==> src/hw/wtw_pkg.sv <==
// Shared constants and types for the kick watchdog and its host kicker
package wtw_pkg;
  localparam int          CNT_W            = 32;
  localparam int          CLK_MHZ          = 125;
  // Default periods in microseconds; converted to pclk cycles below
  localparam int          UPPER_US         = 17000;
  localparam int          RESET_US         = 5000;
  localparam int          SETTLE_US        = 200;
  localparam int          LOWER_DIV        = 31;
  localparam logic [31:0] UPPER_CYC_RST    = 32'(UPPER_US * CLK_MHZ);
  localparam logic [31:0] RESET_CYC_RST    = 32'(RESET_US * CLK_MHZ);
  localparam logic [31:0] SETTLE_CYC_RST   = 32'(SETTLE_US * CLK_MHZ);
  // APB register map of the device wrapper
  localparam logic [7:0]  ADDR_CTRL        = 8'h00;
  localparam logic [7:0]  ADDR_UPPER       = 8'h04;
  localparam logic [7:0]  ADDR_RESET       = 8'h08;
  localparam logic [7:0]  ADDR_SETTLE      = 8'h0C;
  localparam logic [7:0]  ADDR_STATUS      = 8'h10;
  localparam logic [7:0]  ADDR_IRQ_STAT    = 8'h14;
  localparam logic [7:0]  ADDR_IRQ_MASK    = 8'h18;
  localparam int          CTRL_MODE_BIT    = 0;
  localparam int          CTRL_DIS_N_BIT   = 1;
  localparam logic [1:0]  CTRL_RST         = 2'h2;
  localparam int          IRQ_FAULT_BIT    = 0;
  localparam int          IRQ_ARMED_BIT    = 1;
  // Host kicker registers
  localparam logic [7:0]  ADDR_KICK_CTRL   = 8'h00;
  localparam logic [7:0]  ADDR_KICK_PERIOD = 8'h04;
  localparam logic [7:0]  ADDR_KICK_STAT   = 8'h08;
  localparam logic [31:0] KICK_PERIOD_RST  = 32'(UPPER_CYC_RST / 2);

  typedef enum logic [1:0] {WTW_HOLD, WTW_SETTLE, WTW_FIRST, WTW_RUN} wtw_state_t;
endpackage

==> src/hw/wtw_link_if.sv <==
// Pin-level link between the kick watchdog and the host
`timescale 1ns/1ps
interface wtw_link_if;
  logic kick_in;
  logic supervisor_fault_n;
  logic sys_reset_n;
  modport device (input kick_in, input sys_reset_n, output supervisor_fault_n);
  modport host   (output kick_in, output sys_reset_n, input supervisor_fault_n);
endinterface

==> src/hw/wtw_watchdog.sv <==
// Window/timeout kick watchdog with APB control and status
//
// Overview of operation
// Mode input low window, high timeout.
// Window mode counts falling kick edges only.
// Ignore kicks until reset timer and settle.
// Window: first falling edge before upper bound.
// Window: later edges between lower and upper.
// Fault drives fault low, runs reset timer.
// System reset stays released during fault.
// After restart, ignore, then first-edge check.
// Timeout mode accepts both edge polarities.
// Timeout: first edge before upper bound.
// Timeout: each edge within upper, no minimum.
// Lower bound is upper bound over 31.
// Fault released while system reset low.
// Disable input high stops all supervision.
// No kicks gives fault pulse train.
// Periods are programmable clock cycle counts.
// Kick passes two-stage synchronizer first.
`timescale 1ns/1ps
module wtw_watchdog
  import wtw_pkg::*;
(
  input  wire logic        pclk,
  input  wire logic        presetn,
  input  wire logic        psel,
  input  wire logic        penable,
  input  wire logic        pwrite,
  input  wire logic [7:0]  paddr,
  input  wire logic [31:0] pwdata,
  output logic      [31:0] prdata,
  output logic             pready,
  output logic             pslverr,
  output logic             irq,
  wtw_link_if.device       link
);
  import wtw_pkg::*;

  // Register state
  logic [1:0]  ctrl_r, ctrl_nxt;
  logic [31:0] upper_r, upper_nxt, reset_r, reset_nxt, settle_r, settle_nxt;
  logic [1:0]  istat_r, istat_nxt, imask_r, imask_nxt;
  logic [31:0] prdata_r, prdata_nxt;
  logic        pready_r, pready_nxt, pslverr_r, pslverr_nxt, irq_r, irq_nxt;
  // Supervisor state
  wtw_state_t  st_r, st_nxt;
  logic [31:0] cnt_r, cnt_nxt;
  logic        fault_n_r, fault_n_nxt;
  logic [2:0]  kick_sync_r;
  logic [1:0]  rst_sync_r;
  logic        mode_win, enabled, edge_fall, edge_any, kick, sys_rst_low, armed;
  logic        ev_fault, ev_armed, acc, wr, rd;
  logic [31:0] lower_cyc;

  assign mode_win    = ~ctrl_r[CTRL_MODE_BIT];
  assign enabled     = ~ctrl_r[CTRL_DIS_N_BIT];
  assign lower_cyc   = upper_r / 32'(LOWER_DIV);
  assign sys_rst_low = ~rst_sync_r[1];
  assign edge_fall   = kick_sync_r[2] & ~kick_sync_r[1];
  assign edge_any    = kick_sync_r[2] ^ kick_sync_r[1];
  assign kick        = mode_win ? edge_fall : edge_any;
  assign armed       = (st_r == WTW_FIRST) || (st_r == WTW_RUN);
  assign acc         = psel & penable & ~pready_r;
  assign wr          = acc & pwrite;
  assign rd          = acc & ~pwrite;

  // Synchronizers; stage 0 is read only by stage 1
  always_ff @(posedge pclk or negedge presetn) begin
    if (!presetn) begin
      kick_sync_r <= 3'h7;
      rst_sync_r  <= 2'h3;
    end else begin
      kick_sync_r <= {kick_sync_r[1:0], link.kick_in};
      rst_sync_r  <= {rst_sync_r[0], link.sys_reset_n};
    end
  end

  // Supervisor sequence
  always_comb begin
    st_nxt      = st_r;
    cnt_nxt     = cnt_r + 32'h1;
    fault_n_nxt = fault_n_r;
    ev_fault    = 1'b0;
    ev_armed    = 1'b0;
    if (!enabled || sys_rst_low) begin
      // Supervision off, or system reset restarts it; fault never low with it
      st_nxt      = WTW_HOLD;
      cnt_nxt     = 32'h0;
      fault_n_nxt = 1'b1;
    end else begin
      unique case (st_r)
        WTW_HOLD: begin
          // Reset timer: kicks ignored here
          if (cnt_r >= reset_r) begin
            st_nxt      = WTW_SETTLE;
            cnt_nxt     = 32'h0;
            fault_n_nxt = 1'b1;
          end
        end
        WTW_SETTLE: begin
          if (cnt_r >= settle_r) begin
            st_nxt   = WTW_FIRST;
            cnt_nxt  = 32'h0;
            ev_armed = 1'b1;
          end
        end
        WTW_FIRST: begin
          if (kick) begin
            st_nxt  = WTW_RUN;
            cnt_nxt = 32'h0;
          end else if (cnt_r >= upper_r) begin
            ev_fault = 1'b1;
          end
        end
        WTW_RUN: begin
          if (kick && mode_win && cnt_r <= lower_cyc) begin
            ev_fault = 1'b1;
          end else if (kick) begin
            cnt_nxt = 32'h0;
          end else if (cnt_r >= upper_r) begin
            ev_fault = 1'b1;
          end
        end
      endcase
      if (ev_fault) begin
        // Fault low and restart through the reset timer; system reset untouched
        st_nxt      = WTW_HOLD;
        cnt_nxt     = 32'h0;
        fault_n_nxt = 1'b0;
      end
    end
  end

  always_ff @(posedge pclk or negedge presetn) begin
    if (!presetn) begin
      st_r      <= WTW_HOLD;
      cnt_r     <= 32'h0;
      fault_n_r <= 1'b1;
    end else begin
      st_r      <= st_nxt;
      cnt_r     <= cnt_nxt;
      fault_n_r <= fault_n_nxt;
    end
  end

  assign link.supervisor_fault_n = fault_n_r;

  // APB slave: one wait state per access phase, answer one cycle after access starts
  always_comb begin
    ctrl_nxt    = ctrl_r;
    upper_nxt   = upper_r;
    reset_nxt   = reset_r;
    settle_nxt  = settle_r;
    imask_nxt   = imask_r;
    istat_nxt   = istat_r;
    prdata_nxt  = prdata_r;
    pready_nxt  = acc;
    pslverr_nxt = 1'b0;
    if (wr) begin
      unique case (paddr)
        ADDR_CTRL:     ctrl_nxt   = pwdata[1:0];
        ADDR_UPPER:    upper_nxt  = pwdata;
        ADDR_RESET:    reset_nxt  = pwdata;
        ADDR_SETTLE:   settle_nxt = pwdata;
        ADDR_IRQ_STAT: istat_nxt  = istat_r & ~pwdata[1:0];
        ADDR_IRQ_MASK: imask_nxt  = pwdata[1:0];
        ADDR_STATUS:   pslverr_nxt = 1'b0;
        default:       pslverr_nxt = 1'b1;
      endcase
    end
    if (rd) begin
      unique case (paddr)
        ADDR_CTRL:     prdata_nxt = {30'h0, ctrl_r};
        ADDR_UPPER:    prdata_nxt = upper_r;
        ADDR_RESET:    prdata_nxt = reset_r;
        ADDR_SETTLE:   prdata_nxt = settle_r;
        ADDR_STATUS:   prdata_nxt = {27'h0, sys_rst_low, armed, st_r, fault_n_r};
        ADDR_IRQ_STAT: prdata_nxt = {30'h0, istat_r};
        ADDR_IRQ_MASK: prdata_nxt = {30'h0, imask_r};
        default: begin
          prdata_nxt  = 32'h0;
          pslverr_nxt = 1'b1;
        end
      endcase
    end
    // Set wins over a same-cycle clear
    istat_nxt[IRQ_FAULT_BIT] = istat_nxt[IRQ_FAULT_BIT] | ev_fault;
    istat_nxt[IRQ_ARMED_BIT] = istat_nxt[IRQ_ARMED_BIT] | ev_armed;
    irq_nxt = |(istat_nxt & imask_nxt);
  end

  always_ff @(posedge pclk or negedge presetn) begin
    if (!presetn) begin
      ctrl_r    <= CTRL_RST;
      upper_r   <= UPPER_CYC_RST;
      reset_r   <= RESET_CYC_RST;
      settle_r  <= SETTLE_CYC_RST;
      istat_r   <= 2'h0;
      imask_r   <= 2'h0;
      prdata_r  <= 32'h0;
      pready_r  <= 1'b0;
      pslverr_r <= 1'b0;
      irq_r     <= 1'b0;
    end else begin
      ctrl_r    <= ctrl_nxt;
      upper_r   <= upper_nxt;
      reset_r   <= reset_nxt;
      settle_r  <= settle_nxt;
      istat_r   <= istat_nxt;
      imask_r   <= imask_nxt;
      prdata_r  <= prdata_nxt;
      pready_r  <= pready_nxt;
      pslverr_r <= pslverr_nxt;
      irq_r     <= irq_nxt;
    end
  end

  assign prdata  = prdata_r;
  assign pready  = pready_r;
  assign pslverr = pslverr_r;
  assign irq     = irq_r;
endmodule

==> src/flat_wrapper.sv <==
// flat-port wrapper written by rule: the top's interface ports become plain ports
module wtw_watchdog_flat import wtw_pkg::*;
  (pclk, presetn, psel, penable, pwrite, paddr, pwdata, prdata, pready, pslverr, irq, link_kick_in, link_sys_reset_n, link_supervisor_fault_n);
  wtw_link_if link_i ();
  input  wire logic pclk;
  input  wire logic presetn;
  input  wire logic psel;
  input  wire logic penable;
  input  wire logic pwrite;
  input  wire logic [7:0] paddr;
  input  wire logic [31:0] pwdata;
  output logic      [31:0] prdata;
  output logic pready;
  output logic pslverr;
  output logic irq;
  input wire logic [$bits(link_i.kick_in)-1:0] link_kick_in;
  input wire logic [$bits(link_i.sys_reset_n)-1:0] link_sys_reset_n;
  output wire logic [$bits(link_i.supervisor_fault_n)-1:0] link_supervisor_fault_n;
  assign link_i.kick_in = link_kick_in;
  assign link_i.sys_reset_n = link_sys_reset_n;
  assign link_supervisor_fault_n = link_i.supervisor_fault_n;
  wtw_watchdog u_core (.pclk(pclk), .presetn(presetn), .psel(psel), .penable(penable), .pwrite(pwrite), .paddr(paddr), .pwdata(pwdata), .prdata(prdata), .pready(pready), .pslverr(pslverr), .irq(irq), .link(link_i));
endmodule
==> config.mk <==
export PLATFORM = sky130hd
export DESIGN_NAME = wtw_watchdog_flat
export DESIGN_NICKNAME = d
export VERILOG_FILES = /design/src/hw/wtw_pkg.sv /design/src/hw/wtw_link_if.sv /design/src/hw/wtw_watchdog.sv /design/src/flat_wrapper.sv
export SDC_FILE = /design/constraint.sdc
export NUM_CORES = 1
export LEC_CHECK = 0
export ABC_AREA = 1
export BUFFER_PORTS_ARGS = -buffer_cell sky130_fd_sc_hd__clkbuf_2
export CAP_MARGIN = 20
export CORE_MARGIN = 8
export CORE_UTILIZATION = 35
export DETAILED_ROUTE_END_ITERATION = 8
export GPL_ROUTABILITY_DRIVEN = 1
export PLACE_DENSITY_LB_ADDON = 0.2
export SLEW_MARGIN = 15
export SYNTH_ARGS = -nofsm -noshare
export SYNTH_HDL_FRONTEND = slang
export SYNTH_SLANG_ARGS = --single-unit
==> constraint.sdc <==
create_clock -name pclk -period 17 [get_ports pclk]
set_input_delay 1.7 -clock pclk [delete_from_list [all_inputs] [get_ports pclk]]
set_output_delay 1.7 -clock pclk [all_outputs]
set_load 0.01 [all_outputs]
# Word level (Yosys, flattened, before mapping)
# Index checks and enable logic that the tools add are counted.
# word_totals
wordCells,102
register_bits,177
out_inout_bits,36
input_bits,47
# classes
n_bitwise,16
n_div,1
n_eq_ne,12
n_lt_le_gt_ge,4
n_mux,36
addsub,1
reduce_logical,17
# ops
cell,count
32-bit one-hot mux with 7 select lines,1
32-bit two-way mux,6
32-bit one-hot mux with 4 select lines,1
32-bit greater-or-equal comparator,3
"32-bit by 1-bit adder with 32-bit output, second input constant",1
"32-bit by 5-bit divider with 32-bit output, second input constant",1
32-bit <= comparator,1
"8-bit by 5-bit == test with 1-bit output, second input constant",3
2-bit two-way mux,9
1-bit two-way mux,17
"8-bit by 4-bit == test with 1-bit output, second input constant",2
2-bit AND reduction,5
"8-bit by 3-bit == test with 1-bit output, second input constant",1
8-bit zero test,1
"4-bit by 1-bit != test with 1-bit output, second input constant",2
7-bit OR reduction,1
2-bit one-hot mux with 3 select lines,1
3-bit nonzero test,2
1-bit AND,5
1-bit inverter,5
5-bit nonzero test,1
2-bit AND,2
"2-bit == test, second input constant",2
"4-bit by 3-bit != test with 1-bit output, second input constant",1
10 further kinds,13

# Logic depth before layout (Yosys ltp)
# depth
depth_word,12
mapped_depth,145
ltp_nobuf,144

# Least setup slack after synthesis
# No wires, ideal clock.
# synth_path
kind,register to register
startpoint,reg u_core.upper_r[27]
endpoint,reg u_core.cnt_r[23]
path_buffers,3
setup_slack_ns,4.434
arrival_time_ns,12.478
period_less_slack_ns,12.566
stages_incl_launch_ff,126
required_ns,16.912
path_cell_list,dfrtp_1 -> buf_2 -> nand2_1 -> nor2_1 -> nand2_1 -> buf_6 -> nand2_1 -> nor2_1 -> nand4_1 -> o21ai_2 -> nand2_1 -> nand3_1 -> nor2_1 -> nand2_2 -> nand2_4 -> nand2_2 -> nand2_2 -> nor2_2 -> [... 90 more ...] -> nand2_1 -> nand2_1 -> nand2_1 -> nand3_1 -> ha_1 -> o21bai_1 -> a221oi_1 -> o221ai_1 -> nand2_1 -> o2111ai_1 -> nand2_1 -> a32o_1 -> nand4_1 -> nand2_1 -> nor2_1 -> o221ai_1 -> clkbuf_1 -> nor3b_1
# synth_between
elab_chain_cells,8
elab_cells_between_ends,13
cone_classes,div: 1; order compare: 2; mux: 9; reduce/logical: 1
# synth_rtl
item,line,source
start: declaration,wtw_watchdog.sv:42,"logic [31:0] upper_r, upper_nxt, reset_r, reset_nxt, settle_r, settle_nxt;"
start signal: assignment,wtw_watchdog.sv:207,upper_r <= upper_nxt;
32-bit by 5-bit divider with 32-bit output or 32-bit greater-or-equal comparator (tied branches),"wtw_watchdog.sv:58, wtw_watchdog.sv:112, wtw_watchdog.sv:121",
32-bit <= comparator or 1-bit two-way mux (tied branches),"wtw_watchdog.sv:117, wtw_watchdog.sv:112, wtw_watchdog.sv:121",
1-bit logical AND or 1-bit two-way mux (tied branches),"wtw_watchdog.sv:117, wtw_watchdog.sv:119",
1-bit two-way mux,wtw_watchdog.sv:117,if (kick && mode_win && cnt_r <= lower_cyc) begin
1-bit one-hot mux with 2 select lines,wtw_watchdog.sv:92,unique case (st_r)
1-bit two-way mux,wtw_watchdog.sv:86,if (!enabled || sys_rst_low) begin
32-bit two-way mux (*),wtw_watchdog.sv:126,if (ev_fault) begin
32-bit two-way mux (*),wtw_watchdog.sv:86,
net u_core.cnt_nxt[23],wtw_watchdog.sv:48,"logic [31:0] cnt_r, cnt_nxt;"
end signal: assignment,wtw_watchdog.sv:142,cnt_r <= cnt_nxt;
end: declaration,wtw_watchdog.sv:48,
# The timed path passes the listed nets; every way through them passes the cells marked *. The select of a mux whose other input is x is not followed.
# A chain may end at the register's enable or synchronous reset.

# Worst setup path in the final report
# layout_path
startpoint,reg u_core.upper_r[28]
endpoint,reg u_core.cnt_r[12]
# Same word-level chain as after synthesis.

==> results.py <==
metrics = {
    "timing": {
        "min_period_ns": 14.75,
        "grt_setup_unrepaired": "no",
        "max_freq_mhz": 67.81,
        "slew_violations": 0,
        "slew_headroom_pct": 35.95,
        "finalSetupViolCount": 0,
        "tns_ns": 0,
        "clock_skew_ns": 0.009041,
        "finalHoldViolCount": 0,
        "worst-slew-pin-transition_ns": 0.9365,
        "period_share_pct": 86.75,
    },
    "global_routing": {
        "grt-busiest-layer": "met2",
        "antenna_found_initial": 0,
        "grt_usage_pct": 16.55,
        "grt_max_degree": 112,
        "grt_first_pass_wirelength_um": 65260,
        "grt_use_met3_pct": 2.547,
        "grt_use_met1_pct": 22.28,
        "grt_overflow": 0,
        "grt_pass1_vias": 12750,
        "grtUsageMet2_pct": 26.96,
    },
    "synthesis": {
        "ys_async_sr_fraction_pct": 100.0,
        "synth_ff_type": "dfrtp_1",
        "syn_nets": 2145,
        "synth_area_leader_cell": "dfrtp_1",
        "syn_area_um2": 14420,
        "synth-seq-cells": 177,
        "ys_seq_area_share_pct": 30.96,
        "synth-edff-count": 0,
        "yosysUniqueCellTypes": 62,
        "ys_warn_count": 0,
        "synthDominantCellAreaShare_pct": 25.68,
        "synthTopCellsByArea": "dfrtp_1 (26%), ha_1 (11%), nand2_1 (11%)",
        "synth.avg_cell_area_um2": 7.332,
        "synthCells": 1967,
    },
    "power": {
        "switching_power_uw": 497.9,
        "vdd_drop_max_mv": 0.05866,
        "p_seq_share_pct": 33.9,
        "power.share.clock_pct": 31.8,
        "p_leak_uw": 0.007705,
        "p_int_uw": 798.6,
        "power.density_nw_per_um2": 80.79,
        "switching_share_pct": 38.41,
        "combPwrFrac_pct": 34.4,
    },
    "cts": {
        "hold_buffers": 0,
        "cts_setup_buffers": 0,
        "insertion_delay_ns": 0.46,
        "h-tree-depth": 4,
        "cts_buffers": 17,
        "cts-root-buf": "clkbuf_16",
        "clk_path_buf_depth": 2,
        "cts.sinks": 177,
        "ctsResizeCount": 0,
        "tritoncts": "built",
        "cts.clk_slew.worst_paths_ns": 0.07,
    },
    "setup_path": {
        "crit_path_start_kind": "register",
        "slowest_delay_ns": 0.47,
        "r2r_cells": 120,
        "cp.required_ns": 17.37,
        "worst-path-buf-inv": 12,
        "cp_max_fo": 32,
        "cp-end-kind": "register",
        "cpMostUsedCell": "nand2_1",
        "arrival_ns": 15.12,
        "reg2reg_from": "u_core.upper_r[28]$_DFFE_PN0P_",
        "r2r_end": "u_core.cnt_r[12]$_DFF_PN0_",
        "cp_top_family": "simple AND/OR/NAND/NOR gates",
        "crit_path_top_delay_cell": "dfrtp_1",
        "worst-setup-path-type": "reg -> reg",
        "r2r_slack_ns": 2.25,
    },
    "floorplan": {
        "die-area_um2": 47960,
        "die_width_um": 219.0,
        "die_h_um": 219.0,
        "pin_count": 83,
        "initial_utilization_pct": 35.40,
        "fp.coreArea_um2": 40740,
        "rows": 74,
    },
    "layout": {
        "area_growth_pct": 11.27,
        "antenna_cells": 0,
        "multi_input_area_um2": 8605,
        "fillers": 4264,
        "regArea_um2": 4466,
        "drive_gt1_share_pct": 18.13,
        "finalNonFillerCells": 2584,
        "layout.nets": 2217,
    },
    "place": {
        "port_buffers": 82,
        "place_inst": 2551,
        "gp_congestion": 0.8823,
        "place_hpwl_um": 29930,
    },
    "routing": {
        "wl_per_cell_um": 14.98,
        "drt_iter0_drc": 724,
        "via_count": 12790,
        "vias_per_cell": 4.948,
        "drt-total-wl_um": 38710,
        "drc": 0,
        "ant_nets": 0,
        "first_pass_iters": 5,
    },
    "worst_hold_path": {
        "min_path_cells": 0,
        "min-delay-start": "u_core.rst_sync_r[0]$_DFF_PN1_",
        "whs_endpoint": "u_core.rst_sync_r[1]$_DFF_PN1_",
        "hold_class": "reg -> reg",
    },
    "job": {
        "cap_violations": 0,
    },
    "run_status": {
        "status": "complete, no violations",
    },
}
## synthesized netlist by cell type (7+ instances only)
cell and number:
nand2_1 426, inv_1 285, o21ai_0 168, dfrtp_1 148, ha_1 131, nor2_1 123
a21oi_1 89, nand3_1 86, nand2_2 58, nand4_1 36, clkbuf_1 34, inv_2 31
o22ai_1 31, dfstp_2 29, nor3_1 26, o21ai_2 24, nand3_2 23, o21ai_1 22
nor2_2 20, xor2_1 16, nand2_4 15, a21o_1 11, nor2_4 11, o221ai_1 10
a211oi_1 9, clkinv_1 8, o21bai_1 7, o21bai_4 7, xnor2_1 7
## area by class of cell
type	instances	area share [%]
clock buffers	18	2.737
clock inverters	14	0.9512
inverters	325	7.610
multi-input cells	1427	53.62
flip-flops and latches	177	27.83
well taps	532	4.148
repair buffers	91	3.111
## per-layer routing
| metal | vias up | part of all wire [%] |
|---|---|---|
| met1 | 5906 | 49 |
| met2 | 188 | 46 |
| met3 | 51 | 3.1 |
| met4 | 0 | 2.2 |
| met5 | - | 0 |
| li1 | 6641 | - |
## sequential cells by signal, indices dropped and copies added, names as in the netlist, 2 cells and up
name	cells
u_core.st_r	2
u_core.cnt_r	32
u_core.istat_r	2
u_core.reset_r	32
u_core.prdata	32
u_core.upper_r	32
u_core.imask_r	2
u_core.ctrl_r	2
u_core.rst_sync_r	2
u_core.kick_sync_r	3
u_core.settle_r	32
## stage by stage
step,total power [µW],hold WS [ns],area [µm²],setup slack [ns],utilization (%)
6_report,1297,0.3519,16050,2.253,39.39
4_1_cts,1312,0.3546,16030,2.277,39.34
3_5_place_dp,892.3,0.3472,15440,2.337,37.89
2_1_floorplan,791.1,0.3452,14420,4.434,-
3_3_place_gp,889.2,0.3468,15440,2.744,37.89
5_1_grt,1391,0.3557,16050,0.4070,39.39
## cell families (layout without fill, tap and decap cells)
kind of cell	after synthesis	count (layout)	synth area share, %
xor+xnor	24	24	1.510
fa+ha+maj	131	131	11.36
simple gates	852	852	28.51
compound gates	420	420	18.14
flops	177	177	30.96
buf+inv	363	448	9.517
## power by group through the flow
| stage | logic [µW] | clock network (µW) | registers (µW) |
|---|---|---|---|
| after floorplan | 346 | 0 | 445 |
| after global placement | 442 | 0 | 447 |
| after detailed placement | 445 | 0 | 447 |
| after CTS | 448 | 425 | 439 |
| after global routing | 510 | 441 | 440 |
| final | 445 | 412 | 439 |
## cells in the final DEF, fill, tap and decap left out, drive strengths merged, types with 2 or more instances in the layout
cell     Yosys  routed
o211ai       9       9
clkbuf      34     100
inv        316     322
ha         131     131
nand4       41      41
a21o        11      11
a221oi       2       2
bufinv       0       2
nand3      112     112
a211oi       9       9
a31oi        3       3
a21oi       90      90
a21boi       3       3
dfstp       29      29
o2111ai      5       5
buf          4       9
nor3        26      26
xor2        17      17
o221ai      10      10
o21ai      215     215
nand2      499     499
nor2       154     154
nor3b        5       5
and2         3       3
o21a         2       2
dfrtp      148     148
or2          3       3
nand3b       3       3
o221a        2       2
o22ai       31      31
nor4         6       6
xnor2        7       7
a2111oi      2       2
o21bai      19      19
clkinv       9      15
## worst max path at each step
stage | from | to | slack (ns) | cells past startpoint
2_1_floorplan | u_core.upper_r[27]$_DFFE_PN0P_ | u_core.cnt_r[23]$_DFF_PN0_ | 4.43 | 125
3_3_place_gp | u_core.upper_r[27]$_DFFE_PN0P_ | u_core.st_r[0]$_DFFE_PN0P_ | 2.74 | 122
3_5_place_dp | u_core.upper_r[28]$_DFFE_PN0P_ | u_core.cnt_r[28]$_DFF_PN0_ | 2.34 | 117
4_1_cts | u_core.upper_r[28]$_DFFE_PN0P_ | u_core.cnt_r[4]$_DFF_PN0_ | 2.28 | 119
5_1_grt | u_core.upper_r[28]$_DFFE_PN0P_ | u_core.cnt_r[26]$_DFF_PN0_ | 0.41 | 130
6_report | u_core.upper_r[28]$_DFFE_PN0P_ | u_core.cnt_r[12]$_DFF_PN0_ | 2.25 | 120
(Power assumes the default switching activity.)
